<file path="src/rtl/ipsc_pkg.sv">
// How it works
// - eight 16-bit read/write priority registers, four 4-bit level fields each
// - first register holds pins 0-3 high field down, second pins 4-7
// - third register dma channels, fourth to sixth timers 0-4 then serial 0, 1
// - eighth register: watchdog/bus controller, then i/o port, two reserved fields
// - seventh register: converter, transfer controller, compare timers 0 and 1
// - field value 0 is lowest level, 15 the highest, in between linear
// - watchdog and bus controller share one field value as their level
// - priority registers clear on power-on or manual reset, kept in standby
// - sense control register resets only on power-on reset
// - control bit 15 reads the synchronised nmi pin level, writes ignored
// - reserved control bits 14-9 and status bits 15-8 read zero
// - control bit 8 picks nmi edge: 0 falling, 1 rising
// - control bits 7-0 pick pin sense, pin 0 at bit 7: 0 level, 1 edge
// - status bits 7-0 flags, pin 0 at bit 7; level mode flag means pin low
// - edge mode sets a flag on a falling edge and holds it
// - edge mode flag clears on write 0 after it was read as 1
// - edge mode flag clears when the core acknowledges that pin's exception
// - edge mode flag clears when a transfer started by that pin completes
// - status register resets only on power-on reset, all flags zero
// - highest level wins; ties go to the lower source index
// - forward only when the level is above the core mask level
// - request output pin is low while a request is forwarded
package ipsc_pkg;
  localparam int unsigned PRI_REGS = 8;
  localparam int unsigned IRQ_PINS = 8;
  localparam int unsigned NUM_SRC = 31;
  localparam int unsigned NUM_PERIPH = 23;
  localparam int unsigned SRC_BSC = 29;
  localparam int unsigned SRC_IO = 30;
  localparam logic [7:0] OFS_PRI_BASE = 8'h00;
  localparam logic [7:0] OFS_ICR = 8'h20;
  localparam logic [7:0] OFS_ISR = 8'h24;
  localparam logic [15:0] PRI_RESET = 16'h0000;
  localparam int unsigned ICR_NMI_LEVEL_BIT = 15;
  localparam int unsigned ICR_NMI_EDGE_BIT = 8;
  localparam logic [3:0] SEL_ICR = 4'h8;
  localparam logic [3:0] SEL_ISR = 4'h9;
  localparam logic [3:0] SEL_NONE = 4'hf;

  typedef struct packed {
    logic [PRI_REGS-1:0][15:0] pri;
    logic nmi_edge_select;
    logic [7:0] sense;
    logic [7:0] flags;
    logic [7:0] armed;
    logic [7:0] pin_s1;
    logic [7:0] pin_s2;
    logic [7:0] pin_prev;
    logic nmi_s1;
    logic nmi_s2;
    logic nmi_prev;
    logic nmi_pend;
    logic wr_pend;
    logic [7:0] wr_addr;
    logic [31:0] hrdata;
    logic ready;
    logic resp;
    logic req_valid;
    logic [3:0] req_level;
    logic [4:0] req_src;
    logic out_n;
  } ipsc_state_t;
endpackage

</file>
<file path="src/rtl/ipsc_top.sv">
// Added by the designer: the register offsets and the AHB-Lite interface to the registers.
`timescale 1ns/1ps
module ipsc_top
  import ipsc_pkg::*;
(
  input wire logic i_clk,
  input wire logic i_reset_n,
  input wire logic i_manual_reset_n,
  input wire logic i_hsel,
  input wire logic [31:0] i_haddr,
  input wire logic [1:0] i_htrans,
  input wire logic i_hwrite,
  input wire logic [2:0] i_hsize,
  input wire logic [31:0] i_hwdata,
  input wire logic i_hready,
  output logic [31:0] o_hrdata,
  output logic o_hreadyout,
  output logic o_hresp,
  input wire logic i_nmi_pin,
  input wire logic [IRQ_PINS-1:0] i_irq_pin_n,
  input wire logic [NUM_PERIPH-1:0] i_periph_req,
  input wire logic [3:0] i_cpu_mask_level,
  input wire logic i_exc_ack,
  input wire logic [4:0] i_exc_source,
  input wire logic i_dtc_done,
  input wire logic [4:0] i_dtc_source,
  input wire logic i_nmi_ack,
  output logic o_nmi_request,
  output logic o_req_valid,
  output logic [3:0] o_req_level,
  output logic [4:0] o_req_source,
  output logic o_request_out_n
);

  ////////////////////////////////////////////////////////////////////////////
  // decode and field helpers

  // register select code: 0-7 priority, icr, isr or none
  function automatic logic [3:0] reg_sel(input logic [7:0] addr);
    if (addr[7:5] == OFS_PRI_BASE[7:5] && addr[1:0] == 2'h0) begin
      return {1'b0, addr[4:2]};
    end else if (addr == OFS_ICR) begin
      return SEL_ICR;
    end else if (addr == OFS_ISR) begin
      return SEL_ISR;
    end
    return SEL_NONE;
  endfunction

  // level of a source; the bus controller reuses the watchdog field
  function automatic logic [3:0] src_level(input logic [PRI_REGS-1:0][15:0] pri,
                                           input int unsigned s);
    int unsigned f;
    f = (s < SRC_BSC) ? s : s - 1;
    return pri[f / 4][15 - 4 * (f % 4) -: 4];
  endfunction

  // readable word; reserved bits are forced to zero
  function automatic logic [31:0] rd_word(input ipsc_state_t s, input logic [3:0] sel);
    logic [31:0] w;
    w = 32'h0000_0000;
    if (sel < SEL_ICR) begin
      w[15:0] = s.pri[sel[2:0]];
    end else if (sel == SEL_ICR) begin
      w[ICR_NMI_LEVEL_BIT] = s.nmi_s2;
      w[ICR_NMI_EDGE_BIT] = s.nmi_edge_select;
      w[7:0] = s.sense;
    end else if (sel == SEL_ISR) begin
      w[7:0] = s.flags;
    end
    return w;
  endfunction

  ////////////////////////////////////////////////////////////////////////////
  // state

  ipsc_state_t r_reg;
  ipsc_state_t r_next;
  logic [NUM_SRC-1:0] src_req;
  logic addr_ok;
  logic [3:0] wr_sel;
  logic [3:0] rd_sel;

  // flag bit b belongs to pin 7-b, so the request vector is bit reversed
  always_comb begin
    for (int p = 0; p < IRQ_PINS; p++) begin
      src_req[p] = r_reg.flags[IRQ_PINS - 1 - p];
    end
    src_req[NUM_SRC-1:IRQ_PINS] = i_periph_req;
  end

  assign addr_ok = i_hsel && i_htrans[1] && i_hready;
  assign wr_sel = reg_sel(r_reg.wr_addr);
  assign rd_sel = reg_sel(i_haddr[7:0]);

  ////////////////////////////////////////////////////////////////////////////
  // next state

  always_comb begin
    logic found;
    logic [3:0] best_lvl;
    logic [4:0] best_src;
    logic [3:0] lvl;
    logic clr;
    logic fall;
    int unsigned p;
    found = 1'b0;
    best_lvl = 4'h0;
    best_src = 5'h00;
    lvl = 4'h0;
    clr = 1'b0;
    fall = 1'b0;
    p = 0;
    r_next = r_reg;

    // pins pass two flops; only the second one is looked at
    r_next.pin_s1 = i_irq_pin_n;
    r_next.pin_s2 = r_reg.pin_s1;
    r_next.pin_prev = r_reg.pin_s2;
    r_next.nmi_s1 = i_nmi_pin;
    r_next.nmi_s2 = r_reg.nmi_s1;
    r_next.nmi_prev = r_reg.nmi_s2;
    r_next.ready = 1'b1;
    r_next.resp = 1'b0;

    // data phase of a write: the slave never stalls, so commit at once
    if (r_reg.wr_pend) begin
      if (wr_sel < SEL_ICR) begin
        r_next.pri[wr_sel[2:0]] = i_hwdata[15:0];
      end else if (wr_sel == SEL_ICR) begin
        r_next.nmi_edge_select = i_hwdata[ICR_NMI_EDGE_BIT];
        r_next.sense = i_hwdata[7:0];
      end
    end

    // nmi edge pending flag; a new edge wins over the acknowledge
    if (i_nmi_ack) begin
      r_next.nmi_pend = 1'b0;
    end
    if (r_reg.nmi_edge_select ? (r_reg.nmi_s2 && !r_reg.nmi_prev)
                   : (!r_reg.nmi_s2 && r_reg.nmi_prev)) begin
      r_next.nmi_pend = 1'b1;
    end

    // request flags, one per pin
    for (int b = 0; b < IRQ_PINS; b++) begin
      p = IRQ_PINS - 1 - b;
      fall = r_reg.pin_prev[p] && !r_reg.pin_s2[p];
      clr = (r_reg.wr_pend && wr_sel == SEL_ISR && !i_hwdata[b] && r_reg.armed[b])
          || (i_exc_ack && i_exc_source == 5'(p))
          || (i_dtc_done && i_dtc_source == 5'(p));
      if (!r_reg.sense[b]) begin
        r_next.flags[b] = !r_reg.pin_s2[p];
      end else begin
        r_next.flags[b] = fall || (r_reg.flags[b] && !clr);
      end
    end

    // a write to the status register uses up the earlier read
    if (r_reg.wr_pend && wr_sel == SEL_ISR) begin
      r_next.armed = 8'h00;
    end

    // address phase
    r_next.wr_pend = 1'b0;
    if (addr_ok) begin
      r_next.wr_pend = i_hwrite;
      r_next.wr_addr = i_haddr[7:0];
      if (!i_hwrite && rd_sel == SEL_ISR) begin
        r_next.armed = r_next.armed | r_reg.flags;
      end
    end

    // manual reset touches only the priority registers
    if (!i_manual_reset_n) begin
      r_next.pri = '0;
    end

    // read data taken after this cycle's write so back to back reads see it
    if (addr_ok && !i_hwrite) begin
      r_next.hrdata = rd_word(r_next, rd_sel);
      // nmi level from the second flop only; r_next holds the first one's copy
      if (rd_sel == SEL_ICR) begin
        r_next.hrdata[ICR_NMI_LEVEL_BIT] = r_reg.nmi_s2;
      end
    end

    // arbitration: strict greater keeps the lower index on a tie
    for (int s = 0; s < NUM_SRC; s++) begin
      lvl = src_level(r_reg.pri, s);
      if (src_req[s] && (!found || lvl > best_lvl)) begin
        found = 1'b1;
        best_lvl = lvl;
        best_src = 5'(s);
      end
    end
    r_next.req_valid = found && (best_lvl > i_cpu_mask_level);
    r_next.req_level = best_lvl;
    r_next.req_src = best_src;
    r_next.out_n = !r_next.req_valid;

    // power-on reset clears everything, status and control included, but loads ones into the pin flops and out_n
    if (!i_reset_n) begin
      r_next = '0;
      r_next.pri = {PRI_REGS{PRI_RESET}};
      r_next.out_n = 1'b1;
      // pins idle high; a zero here would fake a level request after reset
      r_next.pin_s1 = 8'hff;
      r_next.pin_s2 = 8'hff;
      r_next.pin_prev = 8'hff;
    end
  end

  // single register stage for all state
  always_ff @(posedge i_clk) begin
    r_reg <= r_next;
  end

  assign o_hrdata = r_reg.hrdata;
  assign o_hreadyout = r_reg.ready;
  assign o_hresp = r_reg.resp;
  assign o_nmi_request = r_reg.nmi_pend;
  assign o_req_valid = r_reg.req_valid;
  assign o_req_level = r_reg.req_level;
  assign o_req_source = r_reg.req_src;
  assign o_request_out_n = r_reg.out_n;

  generate
    for (genvar b = 0; b < IRQ_PINS; b++) begin : g_flag_chk

    end
  endgenerate
endmodule // ipsc_top

</file>
<file path="config.mk">
export PLATFORM = sky130hd
export DESIGN_NAME = ipsc_top
export DESIGN_NICKNAME = d
export VERILOG_FILES = /design/src/rtl/ipsc_pkg.sv /design/src/rtl/ipsc_top.sv
export SDC_FILE = /design/constraint.sdc
export NUM_CORES = 1
export LEC_CHECK = 0
export BUFFER_PORTS_ARGS = -buffer_cell sky130_fd_sc_hd__buf_4
export CAP_MARGIN = 30
export CORE_MARGIN = 4
export CORE_UTILIZATION = 63
export CTS_CLUSTER_DIAMETER = 30
export DETAILED_ROUTE_END_ITERATION = 7
export PLACE_DENSITY = 0.84
export SYNTH_ARGS = -nofsm -noshare
export SYNTH_HDL_FRONTEND = slang
export SYNTH_SLANG_ARGS = --single-unit
</file>
<file path="constraint.sdc">
create_clock -name i_clk -period 157.2 [get_ports i_clk]
set_clock_uncertainty 0.05 [all_clocks]
set_input_delay 47.16 -clock i_clk [delete_from_list [all_inputs] [get_ports i_clk]]
set_output_delay 47.16 -clock i_clk [all_outputs]
set_load 0.005 [all_outputs]
</file>
==> impl_metrics.csv, run 1 <==
group,metric,value,unit
status,status,"finished clean",
critical_path,required,157.55,ns
cells_and_area,multi_input_area,0.0112,sq mm
cts,cts_resized,0,
min_path,worstHoldPathCells,1,
cts,htree_levels,2,
critical_path,crit_buf_inv,9,
cts,clkTransAtPathRegs,0.05,ns
place,gp_congestion,1.01,
global_route,grt_overflow,0,
yosys,syn_area_per_cell,7.30,sq um
place,post-dp-hpwl,40.3,mm
floorplanning,die_w,171,um
routing,drt-initial-drc-count,2118,
place,port_buffers,108,
routing,antenna_left,0,
floorplanning,core,0.0261,sq mm
floorplanning,io_pins,170,
cts,cts_tree,"yes",
critical_path,slowest_delay,0.74,ns
yosys,synth_seq_cells,218,
place,dpl_worst_slack,68.16,ns
yosys,synth_cell_types,115,
timing,tns,0,ns
critical_path,crit_type,"in2reg",
critical_path,reg2regPathDepth,238,
critical_path,critPathArrivalTime,89.85,ns
routing,vias,17700,
cells_and_area,fin_cells,2670,
min_path,worstHoldPathType,"reg2reg",
timing,rsz0062_at_grt,"false",
routing,first_pass_iters,8,
power_and_ir_drop,ir_drop,0.0435,mV
power_and_ir_drop,p_clk_frac,0.250,
timing,slew_violations,0,
routing,wirelength,55.2,mm
yosys,ys_warn_count,0,
critical_path,crit_path_start,"i_periph_req[0]",
timing,fmax,11.2,MHz
yosys,synthArstFlopShare,0,
cts,clockBufferDepth,3,
timing,period_needed,89.50,ns
cts,ctsHoldBuffers,0,
yosys,synth_edf_count,0,
critical_path,path_max_fanout,11,
global_route,grt_pass1_vias,16600,
power_and_ir_drop,combPwrFrac,0.562,
floorplanning,std_cell_rows,59,
timing,slew_headroom,0.315,
critical_path,reg2reg_slack,101.25,ns
timing,min_period_over_period,0.569,
floorplanning,die_h,171,um
timing,hold_viol,0,
critical_path,r2r-end,"o_req_valid",
power_and_ir_drop,internal_power,0.180,mW
critical_path,critPathLaunchType,"primary input",
cells_and_area,layout-drive-gt1-share,0.122,
cells_and_area,largest_register_ffs,189,
routing,via_per_inst,6.63,
cells_and_area,layout_commonest_cell,"nand2_1",
yosys,syn_area,0.0167,sq mm
critical_path,path_depth,189,
cts,clk_latency,0.52,ns
job,cap_violations,0,
timing,final-setup-viol-count,0,
power_and_ir_drop,switchingPower,0.131,mW
critical_path,cp_slowest_cell,"a222oi_1",
global_route,grtUsageTotal,0.366,
power_and_ir_drop,sw_frac_of_total,0.420,
cts,root_buffer,"clkbuf_16",
global_route,antenna_found_initial,0,
cells_and_area,nNetsFinal,2532,
yosys,synth_seq_area_share,0.261,
cells_and_area,antennaDiodeCount,0,
yosys,synth_cells,2289,
timing,tightest_slew,1.02,ns
cells_and_area,syn_to_final_growth,11.0,%
floorplanning,dieArea,0.0292,sq mm
routing,drc_errors,0,
routing,wl_per_cell,20.7,um
power_and_ir_drop,p_seq_frac,0.188,
cells_and_area,fillers,2086,
cts,clkSinkCount,218,
timing,setup_slack,67.70,ns
global_route,grt_max_degree,66,
critical_path,r2r-start,"r_reg[97]",
cts,cts_inserted_buffers,35,
timing,whs,0.356,ns
global_route,grt_first_pass_wirelength,86.6,mm
floorplanning,start_util,0.641,
place,place_inst,2606,
critical_path,crit_top_cell,"a21oi_1",
power_and_ir_drop,power.density,16.8,mW/mm^2
critical_path,critPathCapture,"o_req_valid",
yosys,synth-main-ff-cell,"dfxtp_1",
critical_path,critPathTopFamily,"compound AO/OA/AOI/OAI gates",
cells_and_area,finalCoreUtilization,0.711,
cts,postCtsSetupBuffers,0,
power_and_ir_drop,leakage,7.19,nW
critical_path,cp-end-kind,"register",
cells_and_area,register_area,0.00436,sq mm
cells_and_area,final_cell_mix,"nand2_1 (396), a21oi_1 (258), dfxtp_1 (218)",
[power groups by stage]
stage / Sequential (mW) / Clock [mW] / Combinational (mW)
3_3_place_gp: 0.0594 / 0 / 0.163
6_report: 0.0584 / 0.0776 / 0.175
2_1_floorplan: 0.0592 / 0 / 0.136
5_1_grt: 0.0585 / 0.0802 / 0.194
3_5_place_dp: 0.0594 / 0 / 0.169
4_1_cts: 0.0583 / 0.0775 / 0.172
[cells in the mapped netlist, drive strengths merged (32+ instances only)]
library cell,number,share of area
a21o,32,0.015
ha,100,0.075
buf,60,0.025
dfxtp,218,0.26
nor2b,36,0.013
nor2,181,0.041
nor3,54,0.017
nand2,397,0.089
o21ai,89,0.027
nand3,60,0.018
and2,32,0.012
clkbuf,92,0.021
nand2b,43,0.016
inv,119,0.027
mux2i,36,0.022
a21oi,264,0.080
o22ai,50,0.019
[layer usage]
metal / GRT usage / up-vias / routed length [um]
met5: 0 / - / 0
met4: 0.124 / 0 / 2250
met3: 0.0652 / 191 / 5690
met2: 0.595 / 985 / 24800
met1: 0.493 / 8261 / 22400
li1: - / 8264 / -
[cell type report]
type / instances / share of cell area
sequential: 218 / 0.235
clock inverter: 25 / 0.0152
timing repair buffer: 118 / 0.0477
multi-input combinational: 1816 / 0.605
tap: 335 / 0.0226
clock buffer: 39 / 0.0497
inverter: 119 / 0.0241
[cell families after synthesis]
kind of cell / after synthesis / synth area share
adder cells (fa/ha/maj): 101 / 0.0755
other: 1 / 0.000225
AND/OR/NAND/NOR: 903 / 0.253
flip-flops: 218 / 0.261
AO/OA/AOI/OAI: 732 / 0.296
buffers and inverters: 271 / 0.0720
multiplexers: 63 / 0.0423
[worst min path at each step]
| stage | from | to | slack [ns] |
|---|---|---|---|
| global placement | r_reg[77] | r_reg[69] | 0.34 |
| CTS | r_reg[81] | r_reg[73] | 0.36 |
| detailed placement | r_reg[81] | r_reg[73] | 0.34 |
| floorplan | r_reg[74] | r_reg[66] | 0.34 |
| global route | r_reg[81] | r_reg[73] | 0.37 |
| finish | r_reg[77] | r_reg[69] | 0.36 |
[worst reg2reg max path: cells and delay by family, from the launching register on]
family,cells,cell delay [ns]
multiplexers,12,3.83
adder cells (fa/ha/maj),32,9.92
flip-flops,1,0.71
AO/OA/AOI/OAI,132,30.87
AND/OR/NAND/NOR,53,9.43
buffers and inverters,9,1.06
[through the flow]
stage | cell area [sq um] | total power, mW
2_1_floorplan | 16800 | 0.195
3_3_place_gp | 17300 | 0.223
3_5_place_dp | 17300 | 0.229
4_1_cts | 18500 | 0.308
5_1_grt | 18500 | 0.333
6_report | 18500 | 0.311
Power figures use the tool's default switching activity.
==> run 2: changes to the inputs <==
- CORE_UTILIZATION: 63 -> 55
- PLACE_DENSITY: 0.84 -> 0.78
- clock period: 157.2 -> 75.3 ns (I/O delays scaled with it)
==> run 2 against run 1 <==
Against the previous run:
- global-route usage decreased by 5.5 points
- core utilization fell by 8.4 points
- critical path type unchanged
- non-clock buffer count grew 1
==> impl_metrics.csv, run 2 (synthesis results as in run 1) <==
group,metric,value,unit
status,status,"finished clean",
global_route,grtUsageTotal,0.311,
critical_path,crit_type,"in2reg",
cells_and_area,fillers,2634,
routing,via_per_inst,6.41,
power_and_ir_drop,power,0.660,mW
power_and_ir_drop,p_seq_frac,0.184,
timing,tightest_slew,0.952,ns
cts,root_buffer,"clkbuf_16",
routing,antenna_left,0,
floorplanning,die_h,182,um
cells_and_area,nNetsFinal,2534,
cts,clkTransAtPathRegs,0.06,ns
critical_path,slowest_delay,0.72,ns
critical_path,r2r-end,"o_req_valid",
place,post-dp-hpwl,40.2,mm
critical_path,critPathLaunchType,"primary input",
power_and_ir_drop,internal_power,0.383,mW
cts,clk_latency,0.53,ns
routing,wl_per_cell,19.9,um
min_path,holdPathEnd,"r_reg[70]",
min_path,min_from,"r_reg[78]",
floorplanning,core,0.0298,sq mm
routing,wirelength,54.2,mm
floorplanning,dieArea,0.0332,sq mm
timing,min_period_over_period,0.862,
floorplanning,start_util,0.560,
cells_and_area,syn_to_final_growth,12.0,%
timing,fmax,15.4,MHz
power_and_ir_drop,p_clk_frac,0.258,
critical_path,reg2reg_slack,19.55,ns
cts,htree_levels,2,
job,cap_violations,0,
power_and_ir_drop,leakage,7.23,nW
routing,vias,17500,
critical_path,path_max_fanout,11,
critical_path,reg2regPathDepth,241,
critical_path,cp-end-kind,"register",
floorplanning,io_pins,170,
cts,ctsHoldBuffers,0,
critical_path,critPathArrivalTime,65.28,ns
cts,cts_tree,"yes",
cts,cts_resized,0,
routing,first_pass_iters,6,
timing,period_needed,64.92,ns
power_and_ir_drop,sw_frac_of_total,0.420,
timing,tns,0,ns
power_and_ir_drop,switchingPower,0.277,mW
critical_path,crit_top_cell,"a21oi_1",
cts,postCtsSetupBuffers,0,
critical_path,critPathTopFamily,"compound AO/OA/AOI/OAI gates",
global_route,grt_max_degree,67,
global_route,grt_first_pass_wirelength,85.1,mm
critical_path,path_depth,192,
power_and_ir_drop,combPwrFrac,0.557,
cells_and_area,final_cell_mix,"nand2_1 (396), a21oi_1 (258), dfxtp_1 (218)",
timing,rsz0062_at_grt,"false",
global_route,grt_overflow,0,
timing,slew_headroom,0.357,
global_route,antenna_found_initial,1,
routing,drc_errors,0,
global_route,grt_pass1_vias,16300,
cts,clockBufferDepth,3,
cts,clkSinkCount,218,
power_and_ir_drop,ir_drop,0.0663,mV
place,gp_congestion,0.955,
floorplanning,die_w,182,um
critical_path,crit_buf_inv,9,
critical_path,r2r-start,"r_reg[97]",
cells_and_area,layout_commonest_cell,"nand2_1",
timing,hold_viol,0,
cells_and_area,largest_register_ffs,189,
cts,cts_inserted_buffers,36,
min_path,worstHoldPathType,"reg2reg",
timing,slew_violations,0,
power_and_ir_drop,power.density,35.3,mW/mm^2
cells_and_area,layout-drive-gt1-share,0.123,
critical_path,cp_slowest_cell,"a222oi_1",
floorplanning,std_cell_rows,63,
place,port_buffers,108,
routing,drt-initial-drc-count,2025,
cells_and_area,antennaDiodeCount,0,
min_path,worstHoldPathCells,1,
critical_path,required,75.66,ns
timing,final-setup-viol-count,0,
run 2: cell type report:
class / count / area [sq um] / share of cell area
Timing Repair Buffer: 119 / 891 / 0.0477
Tap cell: 390 / 488 / 0.0261
Clock buffer: 41 / 961 / 0.0514
Clock inverter: 25 / 325 / 0.0174
Multi-Input combinational cell: 1816 / 11200 / 0.600
Inverter: 119 / 447 / 0.0239
Sequential cell: 218 / 4360 / 0.233
run 2: worst register-to-register path, delay by kind of cell, from the launching register on:
kind,cells,cell delay [ns]
AO/OA/AOI/OAI,133,30.35
adder cells (fa/ha/maj),32,9.92
buffers and inverters,9,1.04
flip-flops,1,0.66
multiplexers,13,4.08
AND/OR/NAND/NOR,54,9.48
run 2: layer usage:
| layer | GRT usage | vias to the layer above | part of all wire |
|---|---|---|---|
| met1 | 0.424 | 8140 | 0.41 |
| met2 | 0.503 | 934 | 0.45 |
| met4 | 0.104 | 2 | 0.036 |
| li1 | - | 8259 | - |
| met3 | 0.0496 | 155 | 0.11 |
| met5 | 0 | - | 0.00013 |
run 2: worst max path at each step:
stage	startpoint	to	slack, ns
5_1_grt	i_periph_req[0]	o_req_valid	6.63
2_1_floorplan	i_periph_req[0]	o_req_valid	16.13
4_1_cts	i_periph_req[0]	o_req_valid	10.93
3_5_place_dp	i_periph_req[0]	o_req_valid	10.69
3_3_place_gp	i_periph_req[0]	o_req_valid	11.76
6_report	i_periph_req[0]	o_req_valid	10.38
run 2: stage by stage:
step / hold WS (ns) / instances / setup slack [ns] / utilization / instance area [sq um]
floorplan: 0.336 / 2305 / 16.13 / - / 16800
global placement: 0.339 / 2659 / 11.76 / 0.584 / 17400
detailed placement: 0.342 / 2661 / 10.69 / 0.584 / 17400
CTS: 0.359 / 2727 / 10.93 / 0.627 / 18700
global route: 0.368 / 2728 / 6.63 / 0.627 / 18700
finish: 0.356 / 2728 / 10.38 / 0.627 / 18700
run 2: power by group through the flow:
stage,clock [mW],sequential (mW),combinational [mW]
2_1_floorplan,0,0.124,0.284
6_report,0.171,0.122,0.368
5_1_grt,0.177,0.122,0.416
4_1_cts,0.172,0.122,0.362
3_5_place_dp,0,0.124,0.356
3_3_place_gp,0,0.124,0.343
